===== config.mk =====
export PLATFORM = sky130hd
export DESIGN_NAME = tape_command_sequencer
export DESIGN_NICKNAME = d
export VERILOG_FILES = /design/src/rtl/tape_seq_pkg.sv /design/src/rtl/tape_cmd_decode.sv /design/src/rtl/status_byte_pack.sv /design/src/rtl/tape_command_sequencer.sv
export VERILOG_INCLUDE_DIRS = /design/src /design/src/rtl
export SDC_FILE = /design/constraint.sdc
export NUM_CORES = 1
export LEC_CHECK = 0
export ABC_CLOCK_PERIOD_IN_PS = 2600
export BUFFER_PORTS_ARGS = -buffer_cell sky130_fd_sc_hd__buf_2
export CAP_MARGIN = 5
export CELL_PAD_IN_SITES_DETAIL_PLACEMENT = 1
export CELL_PAD_IN_SITES_GLOBAL_PLACEMENT = 2
export CORE_MARGIN = 2
export CORE_UTILIZATION = 28
export DETAILED_ROUTE_END_ITERATION = 10
export GPL_TIMING_DRIVEN = 0
export PLACE_DENSITY = 0.84
export SYNTH_ARGS = -nofsm -noshare
export SYNTH_HDL_FRONTEND = slang
export SYNTH_SLANG_ARGS = --single-unit

===== constraint.sdc =====
create_clock -name core_clk -period 2.6 [get_ports core_clk]
set_input_delay 0.65 -clock core_clk [delete_from_list [all_inputs] [get_ports core_clk]]
set_output_delay 0.65 -clock core_clk [all_outputs]
set_load 0.02 [all_outputs]

===== src/rtl/tape_seq_map.svh =====
`ifndef TAPE_SEQ_MAP_SVH
`define TAPE_SEQ_MAP_SVH

// function codes carried in parameter block byte 11
`define FN_SPACE_FWD    8'h12
`define FN_WRITE_FMARK  8'h14
`define FN_ERASE        8'h17
`define FN_LOAD         8'h18
`define FN_TAPE_RESET   8'h1c
`define FN_RETENSION    8'h1d
`define FN_READ_STATUS  8'h1e
`define FN_TERMINATE    8'h1f

// parameter block byte positions
`define PB_DEV_LO       4'h8
`define PB_DEV_HI       4'h9
`define PB_UNIT         4'ha
`define PB_FUNC         4'hb

// operation status byte fields
`define OSB_SUM_LSB     0
`define OSB_UNIT_LSB    4
`define OSB_HARD_BIT    6
`define OSB_ERR_BIT     7

// summary codes
`define SUM_OK          4'h0
`define SUM_BAD_FUNC    4'h1
`define SUM_OFFLINE     4'h2

`endif


===== src/rtl/tape_seq_pkg.sv =====
package tape_seq_pkg;

  typedef enum logic [3:0] {
    MOT_NONE      = 4'h0,
    MOT_SPACE_FM  = 4'h1,
    MOT_WRITE_FM  = 4'h2,
    MOT_ERASE     = 4'h3,
    MOT_LOAD_BOT  = 4'h4,
    MOT_INIT      = 4'h5,
    MOT_RETENSION = 4'h6,
    MOT_REWIND    = 4'h7,
    MOT_STATUS    = 4'h8
  } motion_t;

  typedef struct packed {
    logic [15:0] device;
    logic [1:0]  unit;
    logic [7:0]  func;
    logic        suppress;
  } cmd_t;

  typedef struct packed {
    logic        valid;
    motion_t     motion;
    logic [1:0]  unit;
    logic        offline;
  } tape_req_t;

  typedef struct packed {
    logic        done;
    logic [1:0]  unit;
    logic        hard_err;
    logic        soft_err;
    logic [95:0] status;
  } tape_rsp_t;

endpackage : tape_seq_pkg


===== src/rtl/tape_cmd_decode.sv =====
`timescale 1ns/1ns
`include "tape_seq_map.svh"
module tape_cmd_decode
  import tape_seq_pkg::*;
(
  input  wire logic [7:0] func,
  input  wire logic       writing,
  input  wire logic       reading,
  output motion_t         motion,
  output logic            offline,
  output logic            legal
);
  always_comb begin
    motion  = MOT_NONE;
    offline = 1'b0;
    legal   = 1'b1;
    case (func)
      `FN_SPACE_FWD: begin
        motion  = MOT_SPACE_FM;
        offline = 1'b1;
      end
      `FN_WRITE_FMARK: motion = MOT_WRITE_FM;
      `FN_ERASE: begin
        motion  = MOT_ERASE;
        offline = 1'b1;
      end
      `FN_LOAD:        motion = MOT_LOAD_BOT;
      `FN_TAPE_RESET:  motion = MOT_INIT;
      `FN_RETENSION: begin
        motion  = MOT_RETENSION;
        offline = 1'b1;
      end
      `FN_READ_STATUS: motion = MOT_STATUS;
      `FN_TERMINATE: begin
        // a write gets a closing mark; an aborted read goes home
        if (writing)
          motion = MOT_WRITE_FM;
        else if (reading)
          motion = MOT_REWIND;
        else
          motion = MOT_NONE;
      end
      default: legal = 1'b0;
    endcase
  end
endmodule : tape_cmd_decode


===== src/rtl/status_byte_pack.sv =====
`timescale 1ns/1ns
`include "tape_seq_map.svh"
module status_byte_pack (
  input  wire logic [3:0] summary,
  input  wire logic [1:0] unit,
  input  wire logic       hard_err,
  input  wire logic       soft_err,
  output logic [7:0]      osb
);
  always_comb begin
    osb                                 = 8'h00;
    osb[`OSB_SUM_LSB +: 4]              = summary;
    osb[`OSB_UNIT_LSB +: 2]             = unit;
    osb[`OSB_HARD_BIT]                  = hard_err;
    osb[`OSB_ERR_BIT]                   = hard_err | soft_err;
  end
endmodule : status_byte_pack


===== src/rtl/tape_command_sequencer.sv =====
`timescale 1ns/1ns
`include "tape_seq_map.svh"
module tape_command_sequencer
  import tape_seq_pkg::*;
(
  input  wire logic        core_clk,
  input  wire logic        reset_n,
  input  wire cmd_t        cmd,            // fields from host
  input  wire logic        cmd_start,
  output logic             cmd_ready,
  input  wire logic        data_write,     // host write-data in progress
  input  wire logic        data_read,      // host read-data in progress
  input  wire logic        other_busy,     // board busy on another device
  output tape_req_t        tape_req,
  input  wire logic        tape_ack,
  input  wire tape_rsp_t   tape_rsp,
  output logic             erase_before_write,
  output logic             media_watch,
  output logic [7:0]       op_status,
  output logic [95:0]      short_status,
  output logic [95:0]      long_status,
  output logic             intr,
  input  wire logic        sem_clear
);

  typedef enum logic [2:0] {
    ST_IDLE  = 3'b000,
    ST_ISSUE = 3'b001,
    ST_WAIT  = 3'b011,
    ST_POST  = 3'b010,
    ST_HOLD  = 3'b110
  } state_t;

  state_t      state_ff,     nxt_state;
  cmd_t        cmd_ff,       nxt_cmd;
  tape_req_t   req_ff,       nxt_req;
  logic [95:0] short_ff,     nxt_short;
  logic [95:0] long_ff,      nxt_long;
  logic [7:0]  osb_ff,       nxt_osb;
  logic        intr_ff,      nxt_intr;
  logic        sem_ff,       nxt_sem;
  logic        pend_ff,      nxt_pend;
  logic [1:0]  pend_unit_ff, nxt_pend_unit;
  logic        pend_hard_ff, nxt_pend_hard;
  logic        pend_soft_ff, nxt_pend_soft;
  logic        rsp_hard_ff,  nxt_rsp_hard;
  logic        rsp_soft_ff,  nxt_rsp_soft;
  logic        offl_ff,      nxt_offl;
  logic        offl_busy_ff, nxt_offl_busy;

  motion_t     dec_motion;
  logic        dec_offline;
  logic        dec_legal;
  logic [3:0]  pk_sum;
  logic [1:0]  pk_unit;
  logic        pk_hard;
  logic        pk_soft;
  logic [7:0]  pk_osb;
  logic        offl_done;
  logic        load_ack;
  logic [3:0]  watch_vec;

  tape_cmd_decode u_dec (
    .func    (cmd_ff.func),
    .writing (data_write),
    .reading (data_read),
    .motion  (dec_motion),
    .offline (dec_offline),
    .legal   (dec_legal)
  );

  status_byte_pack u_pack (
    .summary  (pk_sum),
    .unit     (pk_unit),
    .hard_err (pk_hard),
    .soft_err (pk_soft),
    .osb      (pk_osb)
  );

  assign cmd_ready          = (state_ff == ST_IDLE);
  assign tape_req           = req_ff;
  assign erase_before_write = data_write;
  assign media_watch        = |watch_vec;
  assign op_status          = osb_ff;
  assign short_status       = short_ff;
  assign long_status        = long_ff;
  assign intr               = intr_ff;

  // completion of a previously handed-over motion, taken in any state
  // so that a finish during a new request's wait is never dropped
  assign offl_done = tape_rsp.done & offl_busy_ff;

  // a load that the drive accepted arms medium watch on that unit only
  assign load_ack = (state_ff == ST_WAIT) & tape_ack & (req_ff.motion == MOT_LOAD_BOT);

  for (genvar u = 0; u < 4; u++) begin : g_watch
    logic watch_unit_ff;
    logic nxt_watch_unit;
    always_comb begin
      nxt_watch_unit = watch_unit_ff;
      if (load_ack && req_ff.unit == 2'(u))
        nxt_watch_unit = 1'b1;
    end
    always_ff @(posedge core_clk) begin
      if (!reset_n)
        watch_unit_ff <= 1'b0;
      else
        watch_unit_ff <= nxt_watch_unit;
    end
    assign watch_vec[u] = watch_unit_ff;
  end

  always_comb begin
    nxt_state     = state_ff;
    nxt_cmd       = cmd_ff;
    nxt_req       = req_ff;
    nxt_short     = short_ff;
    nxt_long      = long_ff;
    nxt_osb       = osb_ff;
    nxt_intr      = 1'b0;
    nxt_sem       = sem_ff;
    nxt_pend      = pend_ff;
    nxt_pend_unit = pend_unit_ff;
    nxt_pend_hard = pend_hard_ff;
    nxt_pend_soft = pend_soft_ff;
    nxt_rsp_hard  = rsp_hard_ff;
    nxt_rsp_soft  = rsp_soft_ff;
    nxt_offl      = offl_ff;
    nxt_offl_busy = offl_busy_ff;
    pk_sum        = `SUM_OK;
    pk_unit       = cmd_ff.unit;
    pk_hard       = 1'b0;
    pk_soft       = 1'b0;

    if (sem_clear)
      nxt_sem = 1'b0;

    // off-line finish is latched; the ST_IDLE report clears it unless it is queued behind an older finish
    if (offl_done) begin
      nxt_pend      = 1'b1;
      nxt_offl_busy = 1'b0;
      nxt_pend_unit = tape_rsp.unit;
      nxt_pend_hard = tape_rsp.hard_err;
      nxt_pend_soft = tape_rsp.soft_err;
      nxt_long      = tape_rsp.status;
    end

    case (state_ff)
      ST_IDLE: begin
        if (cmd_start) begin
          nxt_cmd   = cmd;
          nxt_state = ST_ISSUE;
        end else if ((pend_ff | offl_done) && !other_busy && !sem_ff) begin
          // second interrupt is never suppressed
          pk_unit  = pend_ff ? pend_unit_ff : tape_rsp.unit;
          pk_hard  = pend_ff ? pend_hard_ff : tape_rsp.hard_err;
          pk_soft  = pend_ff ? pend_soft_ff : tape_rsp.soft_err;
          pk_sum   = `SUM_OFFLINE;
          nxt_osb  = pk_osb;
          nxt_intr = 1'b1;
          nxt_sem  = 1'b1;
          // a finish arriving while an older one is reported stays queued
          nxt_pend = pend_ff & offl_done;
        end
      end
      ST_ISSUE: begin
        // no drive error carries over from an earlier command
        nxt_rsp_hard = 1'b0;
        nxt_rsp_soft = 1'b0;
        if (!dec_legal || dec_motion == MOT_NONE) begin
          nxt_state = ST_POST;
        end else begin
          nxt_req.valid   = 1'b1;
          nxt_req.motion  = dec_motion;
          nxt_req.unit    = cmd_ff.unit;
          nxt_req.offline = dec_offline;
          nxt_offl        = dec_offline;
          nxt_state       = ST_WAIT;
        end
      end
      ST_WAIT: begin
        // ack means started for off-line, finished for short-term
        if (tape_ack) begin
          nxt_req.valid = 1'b0;
          if (req_ff.offline)
            nxt_offl_busy = 1'b1;
          else
            nxt_short = tape_rsp.status;
          // error flags stand only with the ack, so latch them here
          nxt_rsp_hard = tape_rsp.hard_err;
          nxt_rsp_soft = tape_rsp.soft_err;
          nxt_state = ST_POST;
        end
      end
      ST_POST: begin
        pk_sum  = dec_legal ? `SUM_OK : `SUM_BAD_FUNC;
        pk_hard = !dec_legal | (!offl_ff & rsp_hard_ff);
        pk_soft = !offl_ff & rsp_soft_ff;
        nxt_osb = pk_osb;
        nxt_state = ST_HOLD;
      end
      ST_HOLD: begin
        // first interrupt waits for the previous one to be serviced
        if (!sem_ff) begin
          if (!cmd_ff.suppress) begin
            nxt_intr = 1'b1;
            nxt_sem  = 1'b1;
          end
          nxt_state = ST_IDLE;
        end
      end
      default: nxt_state = ST_IDLE;
    endcase
  end

  always_ff @(posedge core_clk) begin
    if (!reset_n) begin
      state_ff     <= ST_IDLE;
      cmd_ff       <= '0;
      req_ff       <= '0;
      short_ff     <= '0;
      long_ff      <= '0;
      osb_ff       <= 8'h00;
      intr_ff      <= 1'b0;
      sem_ff       <= 1'b0;
      pend_ff      <= 1'b0;
      pend_unit_ff <= 2'h0;
      pend_hard_ff <= 1'b0;
      pend_soft_ff <= 1'b0;
      rsp_hard_ff  <= 1'b0;
      rsp_soft_ff  <= 1'b0;
      offl_ff      <= 1'b0;
      offl_busy_ff <= 1'b0;
    end else begin
      state_ff     <= nxt_state;
      cmd_ff       <= nxt_cmd;
      req_ff       <= nxt_req;
      short_ff     <= nxt_short;
      long_ff      <= nxt_long;
      osb_ff       <= nxt_osb;
      intr_ff      <= nxt_intr;
      sem_ff       <= nxt_sem;
      pend_ff      <= nxt_pend;
      pend_unit_ff <= nxt_pend_unit;
      pend_hard_ff <= nxt_pend_hard;
      pend_soft_ff <= nxt_pend_soft;
      rsp_hard_ff  <= nxt_rsp_hard;
      rsp_soft_ff  <= nxt_rsp_soft;
      offl_ff      <= nxt_offl;
      offl_busy_ff <= nxt_offl_busy;
    end
  end

endmodule : tape_command_sequencer


* Yosys cells after proc, flatten, opt, wreduce, memory -nomap -nowiden
Index checks and enable logic that the tools add are counted.
Storage, ports and cells: output and inout port bits 212, register bits after elaboration 236
Operators by class: bitwise operators 11, reductions and logical operators 26, equal/unequal tests 22, multiplexer cells 51
Operator list (number):
- 8-bit by 5-bit == test with 1-bit output, second input constant | 8
- 4-bit case mux with 8 select lines | 1
- 1-bit two-way mux | 30
- 8-bit two-way mux | 3
- 8-bit case mux with 2 select lines | 1
- 3-bit case mux with 5 select lines | 1
- 1-bit case mux with 2 select lines | 7
- 3-bit two-way mux | 4
- 3-bit AND reduction | 4
- 2-bit inequality test, second input constant | 5
- 8-bit OR reduction | 1
- 1-bit AND | 6
- 3-bit by 2-bit == test with 1-bit output, second input constant | 2
- 1-bit logical AND | 6
- 2-bit two-way mux | 3
- 2-bit AND reduction | 3
- 2-bit == test, second input constant | 2
- 4-bit by 3-bit == test with 1-bit output, second input constant | 1
- 1-bit zero test | 4
- 4-bit zero test | 1
- 4-bit two-way mux | 1
- 2-bit nonzero test | 2
- 4-bit OR reduction | 1
- 3-bit by 1-bit == test with 1-bit output, second input constant | 1
- 9 further kinds | 12

* Longest topological paths before layout
Gate-level depths: netlist (run 1).
depth in word-level cells 11, depth in mapped cells 8

* Cells and area by module
A second synthesis (run 1) with hierarchy kept.
Second synthesis, totals: cell total of the unflattened synthesis 1095, area, all modules 9017.4 µm²
Modules (own cells, without submodules):
- tape_command_sequencer | area an instance 8757.1 µm², instances 1, cells each 1056
- tape_cmd_decode | area an instance 201.4 µm², instances 1, cells each 31
- status_byte_pack | area an instance 58.8 µm², instances 1, cells each 8

* Least setup slack after synthesis (run 1)
OpenSTA, ideal clock, no wires.
kind input -> register, start point input port tape_ack, end point register short_ff[0] (netlist: short_status[0]), stages 7, data arrival time 1598 ps, library setup time 132 ps, path slack 870 ps, path through nand4b_4 > or2_2 > buf_2 > buf_4 > buf_2 > nand2_1 > a21oi_1
On the way: cells in the longest elaborated chain, start to end 1
Ends and longest elaborated chain:
- start: declaration | line tape_command_sequencer.sv:15 | input wire logic tape_ack,
- 3-bit AND reduction (no line)
- end signal: assignment | line tape_command_sequencer.sv:238 | short_ff <= nxt_short;
- end: declaration | line tape_command_sequencer.sv:37 | logic [95:0] short_ff, nxt_short;
Every way passes these cells. A chain may end at the register's enable or synchronous reset.

* Worst setup path after layout (run 1)
start point register state_ff[0], end point output port cmd_ready
On the way: cells in the longest elaborated chain, start to end 1
Ends and longest elaborated chain:
- start: declaration | line tape_command_sequencer.sv:34 | state_t state_ff, nxt_state;
- start signal: assignment | line tape_command_sequencer.sv:235 | state_ff <= nxt_state;
- 3-bit zero test | line tape_command_sequencer.sv:80 | assign cmd_ready = (state_ff == ST_IDLE);
- end: declaration | line tape_command_sequencer.sv:10 | output logic cmd_ready,
Every way passes these cells.

==> results of run 1 <==
-- power breakdown --
| part | internal (uW) | switching (uW) |
|---|---|---|
| Combinational | 166 | 320 |
| Sequential | 3620 | 31.2 |
| Clock | 2190 | 1510 |
| Total | 5980 | 1860 |
-- worst max-delay path, cell delays in order, from the launching register on --
cell	delay, ps
dfxtp_1	290
buf_4	160
nor3_1	260
clkbuf_2	300
buf_2	220
-- cells in the mapped netlist (all sizes together), types with 2 or more instances --
| master | number |
|---|---|
| nor4b | 2 |
| buf | 25 |
| nor2b | 3 |
| a2bb2oi | 2 |
| a31oi | 4 |
| nand2b | 3 |
| or4 | 2 |
| nand2 | 429 |
| nand3 | 5 |
| xor2 | 2 |
| nor3 | 7 |
| nor2 | 23 |
| a22oi | 2 |
| nand4 | 2 |
| a211o | 2 |
| and4 | 2 |
| or3 | 3 |
| o21a | 2 |
| and2 | 2 |
| or2 | 2 |
| mux2i | 3 |
| clkbuf | 57 |
| nand3b | 2 |
| inv | 9 |
| o211ai | 2 |
| dfxtp | 234 |
| a32oi | 2 |
| o21ai | 9 |
| a21oi | 224 |
| a211oi | 2 |
-- cell usage in the layout, fill, tap and decap left out, drive strengths merged, types with 2 or more instances in the layout --
cell	n
nor2	23
nand2b	3
o21ai	9
buf	354
a32oi	2
mux2i	3
clkbuf	96
and2	2
o211ai	2
and4	2
o21a	2
a31oi	4
a2bb2oi	2
a21oi	224
nor2b	3
nand2	429
or3	3
or2	2
bufinv	2
a211o	2
xor2	2
inv	10
dfxtp	234
nor3	7
a211oi	2
nand3b	2
nor4b	2
nand3	5
nand4	2
or4	2
clkinv	5
conb	2
a22oi	2
-- registers in the layout, indices dropped and copies added (netlist names), 2 cells and up --
signal,cells
cmd_ff,11
g_watch.watch_unit_ff,4
long_status,96
op_status,6
pend_unit_ff,2
short_status,96
state_ff,3
tape_req,7
-- cell families (layout without fill, tap and decap cells) --
logic type	Yosys count	count (layout)	synth area share
xor gates and xnor gates	2	2	0.00205
other	1	3	0.000438
AOI/OAI and AO/OA	259	259	0.162
muxes	4	4	0.00482
DFF	234	234	0.547
and+or+nand+nor	494	494	0.237
buffers and inverters	91	467	0.0462
-- worst min path at each step --
stage | from | end | slack (ps)
floorplan | g_watch[3].watch_unit_ff$_SDFFE_PN0P_ | g_watch[3].watch_unit_ff$_SDFFE_PN0P_ | 430
global placement | short_status[87]$_SDFFE_PN0P_ | short_status[87]$_SDFFE_PN0P_ | 440
detailed placement | short_status[27]$_SDFFE_PN0P_ | short_status[27]$_SDFFE_PN0P_ | 440
CTS | tape_rsp[13] | short_status[13]$_SDFFE_PN0P_ | 340
global route | tape_rsp[27] | short_status[27]$_SDFFE_PN0P_ | 350
finish | tape_rsp[73] | short_status[73]$_SDFFE_PN0P_ | 360
-- stage by stage --
stage,utilization,TNS (ps)
6_report,0.381,0
2_1_floorplan,-,0
3_3_place_gp,0.353,-3730
4_1_cts,0.381,0
5_1_grt,0.381,0
3_5_place_dp,0.353,-4500
-- metal layers --
metal  track usage  vias to the layer above
met5             0                        -
met4        0.0505                        2
met3        0.0430                       46
met2         0.335                      239
met1         0.261                     4117
li1              -                     4271
-- cell type report --
| class | count | share of cell area |
|---|---|---|
| clock buffer | 39 | 0.0650 |
| inverter | 9 | 0.00292 |
| sequential | 234 | 0.405 |
| tap | 396 | 0.0429 |
| multi-input combinational | 761 | 0.301 |
| antenna | 1 | 0.000217 |
| buffer | 82 | 0.0314 |
| timing repair buffer | 329 | 0.142 |
| clock inverter | 8 | 0.00844 |
==> summary.md, run 1 <==
| Metric | Value |
|---|---|
| Run status | completed |
| Nets | 1580 |
| Crit path DAT | 1780 ps |
| Slew HR | 0.424 |
| Metal-1 WL | 14.9 mm |
| CTS sink count | 234 |
| Pre-CTS setup slack | -154 ps |
| Die X | 179 um |
| Count of final setup violators | 0 |
| Achievable Freq | 412 MHz |
| H-tree depth | 1 |
| Placed cell count | 1811 |
| Initial DRC count | 320 |
| Hold Path Stages | 3 |
| Port Buffers | 329 |
| Worst slew pin tran | 864 ps |
| Largest net degree at the start of global routing | 14 |
| Register area share after synthesis | 0.547 |
| Register area | 0.00468 mm2 |
| Worst r2r src | state_ff[0]$_SDFFE_PN0P_ |
| Post-layout minimum cycle time | 2430 ps |
| Met2 WL | 15.7 mm |
| Cell variety after synth | 57 |
| Core area | 0.0303 mm2 |
| Worst R2R End | short_status[85]$_SDFFE_PN0P_ |
| Final HPWL DP | 25.4 mm |
| Post-route ant nets | 0 |
| Syn Area/Cell | 7.89 um2 |
| #FFs+latches synth | 234 |
| Worst IR drop on VDD | 0.000418 V |
| Total setup buffers inserted after CTS | 0 |
| Row Count | 64 |
| Yosys top cell by area | dfxtp_1 |
| Worst-path fanout max | 10 |
| Crit share post-route | 0.933 |
| Critical path launch point | state_ff[0]$_SDFFE_PN0P_ |
| Power, Total | 7840 uW |
| Static Leak | 0.00484 uW |
| Boundary pin count | 348 |
| Via Count | 8675 |
| CTS resizes | 0 |
| Fillcell total | 3810 |
| Fin Clk Skew | 18.2 ps |
| Max Used Layer | met5 |
| Drt total wl | 33.7 mm |
| CTS tree | done |
| Post-DP Area | 0.0107 mm2 |
| Required time of the critical path | 1950 ps |
| Worst hold path type | input pin to flip-flop |
| Final hold vios | 0 |
| WL per Instance | 18.1 um |
| GRT Util Overall | 0.200 |
| Synth top area cells | dfxtp_1 55%, nand2_1 19%, a21oi_1 13% |
| Fin Hold WS | 356 ps |
| Reg2reg setup slack | 310 ps |
| Asr flop ratio synth | 0 |
| Ys flop type | dfxtp_1 |
| Met3 WL | 2.23 mm |
| Min setup slack post-route | 173 ps |
| Vias in the first global route | 8387 |
| Layout area overhead | 35.0% |
| Clock buffer depth | 3 |
| Max Cap Viol | 0 |
| Max Slew Vio Count | 0 |
| Die area | 0.0320 mm2 |
| Residual DRC | 0 |
| Skew-Pair Late Insertion Delay | 540 ps |
| Initial antenna violation count | 3 |
| GPL Wtd Cong | 0.801 |
| Final non-filler cell total | 1859 |
| P per Cell Area | 679 mW/mm2 |
| Avg Vias per Cell | 4.67 |
| Mapped Cells | 1085 |
| Post-synth top area share | 0.547 |
| Number of synthesized flops with an enable pin | 0 |
| First-pass GRT wire length | 49.5 mm |
| Post-synthesis cell area | 0.00856 mm2 |
| Starting Density | 0.282 |
| CP endpoint kind | output port |
| RSZ-0062 raised after global routing | no |
| Type of the worst setup path | flip-flop to output port |
| Setup crit end | cmd_ready |
| Initial DRT Pass Iterations | 4 |
| Share of cells above drive strength 1 | 0.275 |
| Die Ht | 179 um |
| Root Driver | clkbuf_16 |
| Critical Path Start Type | flip-flop |
| Hold_buf cts | 0 |
| Multi-input gate area | 0.00348 mm2 |
| Grt total ovfl | 0 |
| Clock transition at path regs | 60 ps |
| Num CTS Buffers | 27 |
| Final Cell Area | 0.0116 mm2 |
| Reg2reg path depth | 7 |
| Ys Warns | 0 |
Power figures use the tool's default switching activity.
==> run 2, diff against run 1 <==
--- a/config.mk
+++ b/config.mk
@@ -15,7 +15,8 @@
 export CORE_UTILIZATION = 28
 export DETAILED_ROUTE_END_ITERATION = 10
 export GPL_TIMING_DRIVEN = 0
-export PLACE_DENSITY = 0.84
+export PLACE_DENSITY = 0.88
+export REMOVE_ABC_BUFFERS = 1
 export SYNTH_ARGS = -nofsm -noshare
 export SYNTH_HDL_FRONTEND = slang
 export SYNTH_SLANG_ARGS = --single-unit
==> run 2 against run 1 <==
Count of clock-buffer cells in the layout up 3; critical path depth down 2; register-to-register slack about the same; first-iteration DRC count up 25%; highest routed layer is now met4.
==> summary.md, run 2 (synthesized netlist as in run 1, its figures left out) <==
| Metric | Value |
|---|---|
| Die area | 0.0320 mm2 (unchanged) |
| Num CTS Buffers | 28 (+3.7%) |
| Die X | 179 um (unchanged) |
| Clock buffer depth | 3 (unchanged) |
| Largest net degree at the start of global routing | 161 (+147) |
| Starting Density | 0.282 (unchanged) |
| WL per Instance | 16.4 um (-9.7%) |
| Port Buffers | 329 (unchanged) |
| Static Leak | 0.00482 uW (-0.41%) |
| Achievable Freq | 415 MHz (+0.64%) |
| Grt total ovfl | 0 (unchanged) |
| RSZ-0062 raised after global routing | no |
| Max Slew Vio Count | 0 (unchanged) |
| Count of final setup violators | 0 (unchanged) |
| Hold_buf cts | 0 (unchanged) |
| Drt total wl | 29.2 mm (-13%) |
| Clock transition at path regs | 60 ps (about the same) |
| Commonest non-fill, non-tap cell in the layout | nand2_1 |
| Core Util, Final | 0.380 (-0.000577) |
| H-tree depth | 1 (unchanged) |
| Root Driver | clkbuf_16 |
| Row Count | 64 (unchanged) |
| Crit path DAT | 1760 ps (-20 ps) |
| Via Count | 8392 (-3.3%) |
| Most frequent cells in the layout | 428 x nand2_1, 329 x buf_2, 234 x dfxtp_1 |
| Initial antenna violation count | 0 (-3) |
| P per Cell Area | 708 mW/mm2 (+4.4%) |
| First-pass GRT wire length | 44.2 mm (-11%) |
| Cell chain of the critical path | nor3_4, buf_2 |
| Post-route ant nets | 0 (unchanged) |
| Worst hold path type | input pin to flip-flop |
| CP max stage cell | nor3_4 |
| Share of cells above drive strength 1 | 0.287 (+0.0121) |
| Critical Path Start Type | flip-flop |
| Min setup slack post-route | 189 ps (+15.4 ps) |
| Initial DRC count | 401 (+25%) |
| Boundary pin count | 348 (unchanged) |
| Worst-path fanout max | 13 (+3) |
| Fin Clk Skew | 11.4 ps (-6.83 ps) |
| Vias in the first global route | 8236 (-1.8%) |
| Run status | completed |
| CTS tree | done |
| GRT Util Overall | 0.171 (-0.0285) |
| Final HPWL DP | 19.5 mm (-23%) |
| Pre-CTS setup slack | -98.6 ps (+55.2 ps) |
| Worst slew pin tran | 758 ps (-106 ps) |
| Crit share post-route | 0.927 (-0.00592) |
| Worst IR drop on VDD | 0.000456 V (+9.3%) |
| CP endpoint kind | output port |
| GPL Wtd Cong | 0.743 (-7.3%) |
| Die Ht | 179 um (unchanged) |
| Required time of the critical path | 1950 ps (about the same) |
| Critical Path Max Stage Delay | 490 ps (+190 ps) |
| Final hold vios | 0 (unchanged) |
| Max Cap Viol | 0 (unchanged) |
| Initial DRT Pass Iterations | 6 (+2) |
| CTS sink count | 234 (unchanged) |
| Residual DRC | 0 (unchanged) |
| Core area | 0.0303 mm2 (unchanged) |
| Nets | 1506 (-4.7%) |
| Type of the worst setup path | flip-flop to output port |
| Layout area overhead | 34.8% |
| Post-layout minimum cycle time | 2410 ps (-15.4 ps) |
| Avg Vias per Cell | 4.70 (+0.64%) |
| Slew HR | 0.494 (+0.0707) |
| Skew-Pair Late Insertion Delay | 530 ps (about the same) |
## run 2: cell type report
type	instances	area, um2
Fill cell	3768	18800
Sequential cell	234	4680
Multi-Input combinational cell	761	3510
Timing Repair Buffer	336	1820
Clock buffer	42	855
Tap cell	396	495
Clock inverter	8	123
Inverter	9	41.3
Antenna cell	1	2.50
## run 2: critical path, delay by kind of cell (launching register included)
kind | cells | cell delay, ps
buffers and inverters | 1 | 250
DFF | 1 | 480
and+or+nand+nor | 1 | 490
## run 2: power breakdown
part	internal (uW)	switching [uW]
sequential	3620	48.4
clock	2550	1540
combinational	152	265
total	6320	1850
## run 2: worst paths after layout
| kind | end | slack (ps) | depth (start not counted) | from |
|---|---|---|---|---|
| worst max-delay path | cmd_ready | 190 | 2 | state_ff[1]$_SDFFE_PN0P_ |
| worst min-delay path | cmd_ff[4]$_SDFFE_PN0P_ | 350 | 3 | cmd[4] |
| worst min register to register | long_status[50]$_SDFFE_PN0P_ | 450 | 2 | long_status[50]$_SDFFE_PN0P_ |
| worst max register to register | op_status[5]$_SDFFE_PN0P_ | 300 | 6 | offl_busy_ff$_SDFF_PN0_ |
## run 2: metrics by stage
stage	std cells	hold WS [ps]	setup TNS (ps)	cell area (um2)	power, uW
final	1787	353	0	11500	8170
after CTS	1786	322	0	11500	8310
after detailed placement	1736	444	-225	10500	4160
after global routing	1786	343	0	11500	8500
after global placement	1729	438	-1012020	10300	4150
after floorplan	1004	429	-364050	8200	3940
## run 2: per-layer routing
layer | part of all wire | GRT usage
met5 | 0 | 0
met4 | 0.026 | 0.0498
met3 | 0.075 | 0.0445
met2 | 0.48 | 0.303
met1 | 0.42 | 0.204
## run 2: timing repair
item	in CTS	in global routing
endpoints found under the setup margin	1	0
buffers inserted	0	0
hold endpoints to repair	0	0
resized for setup	2	0
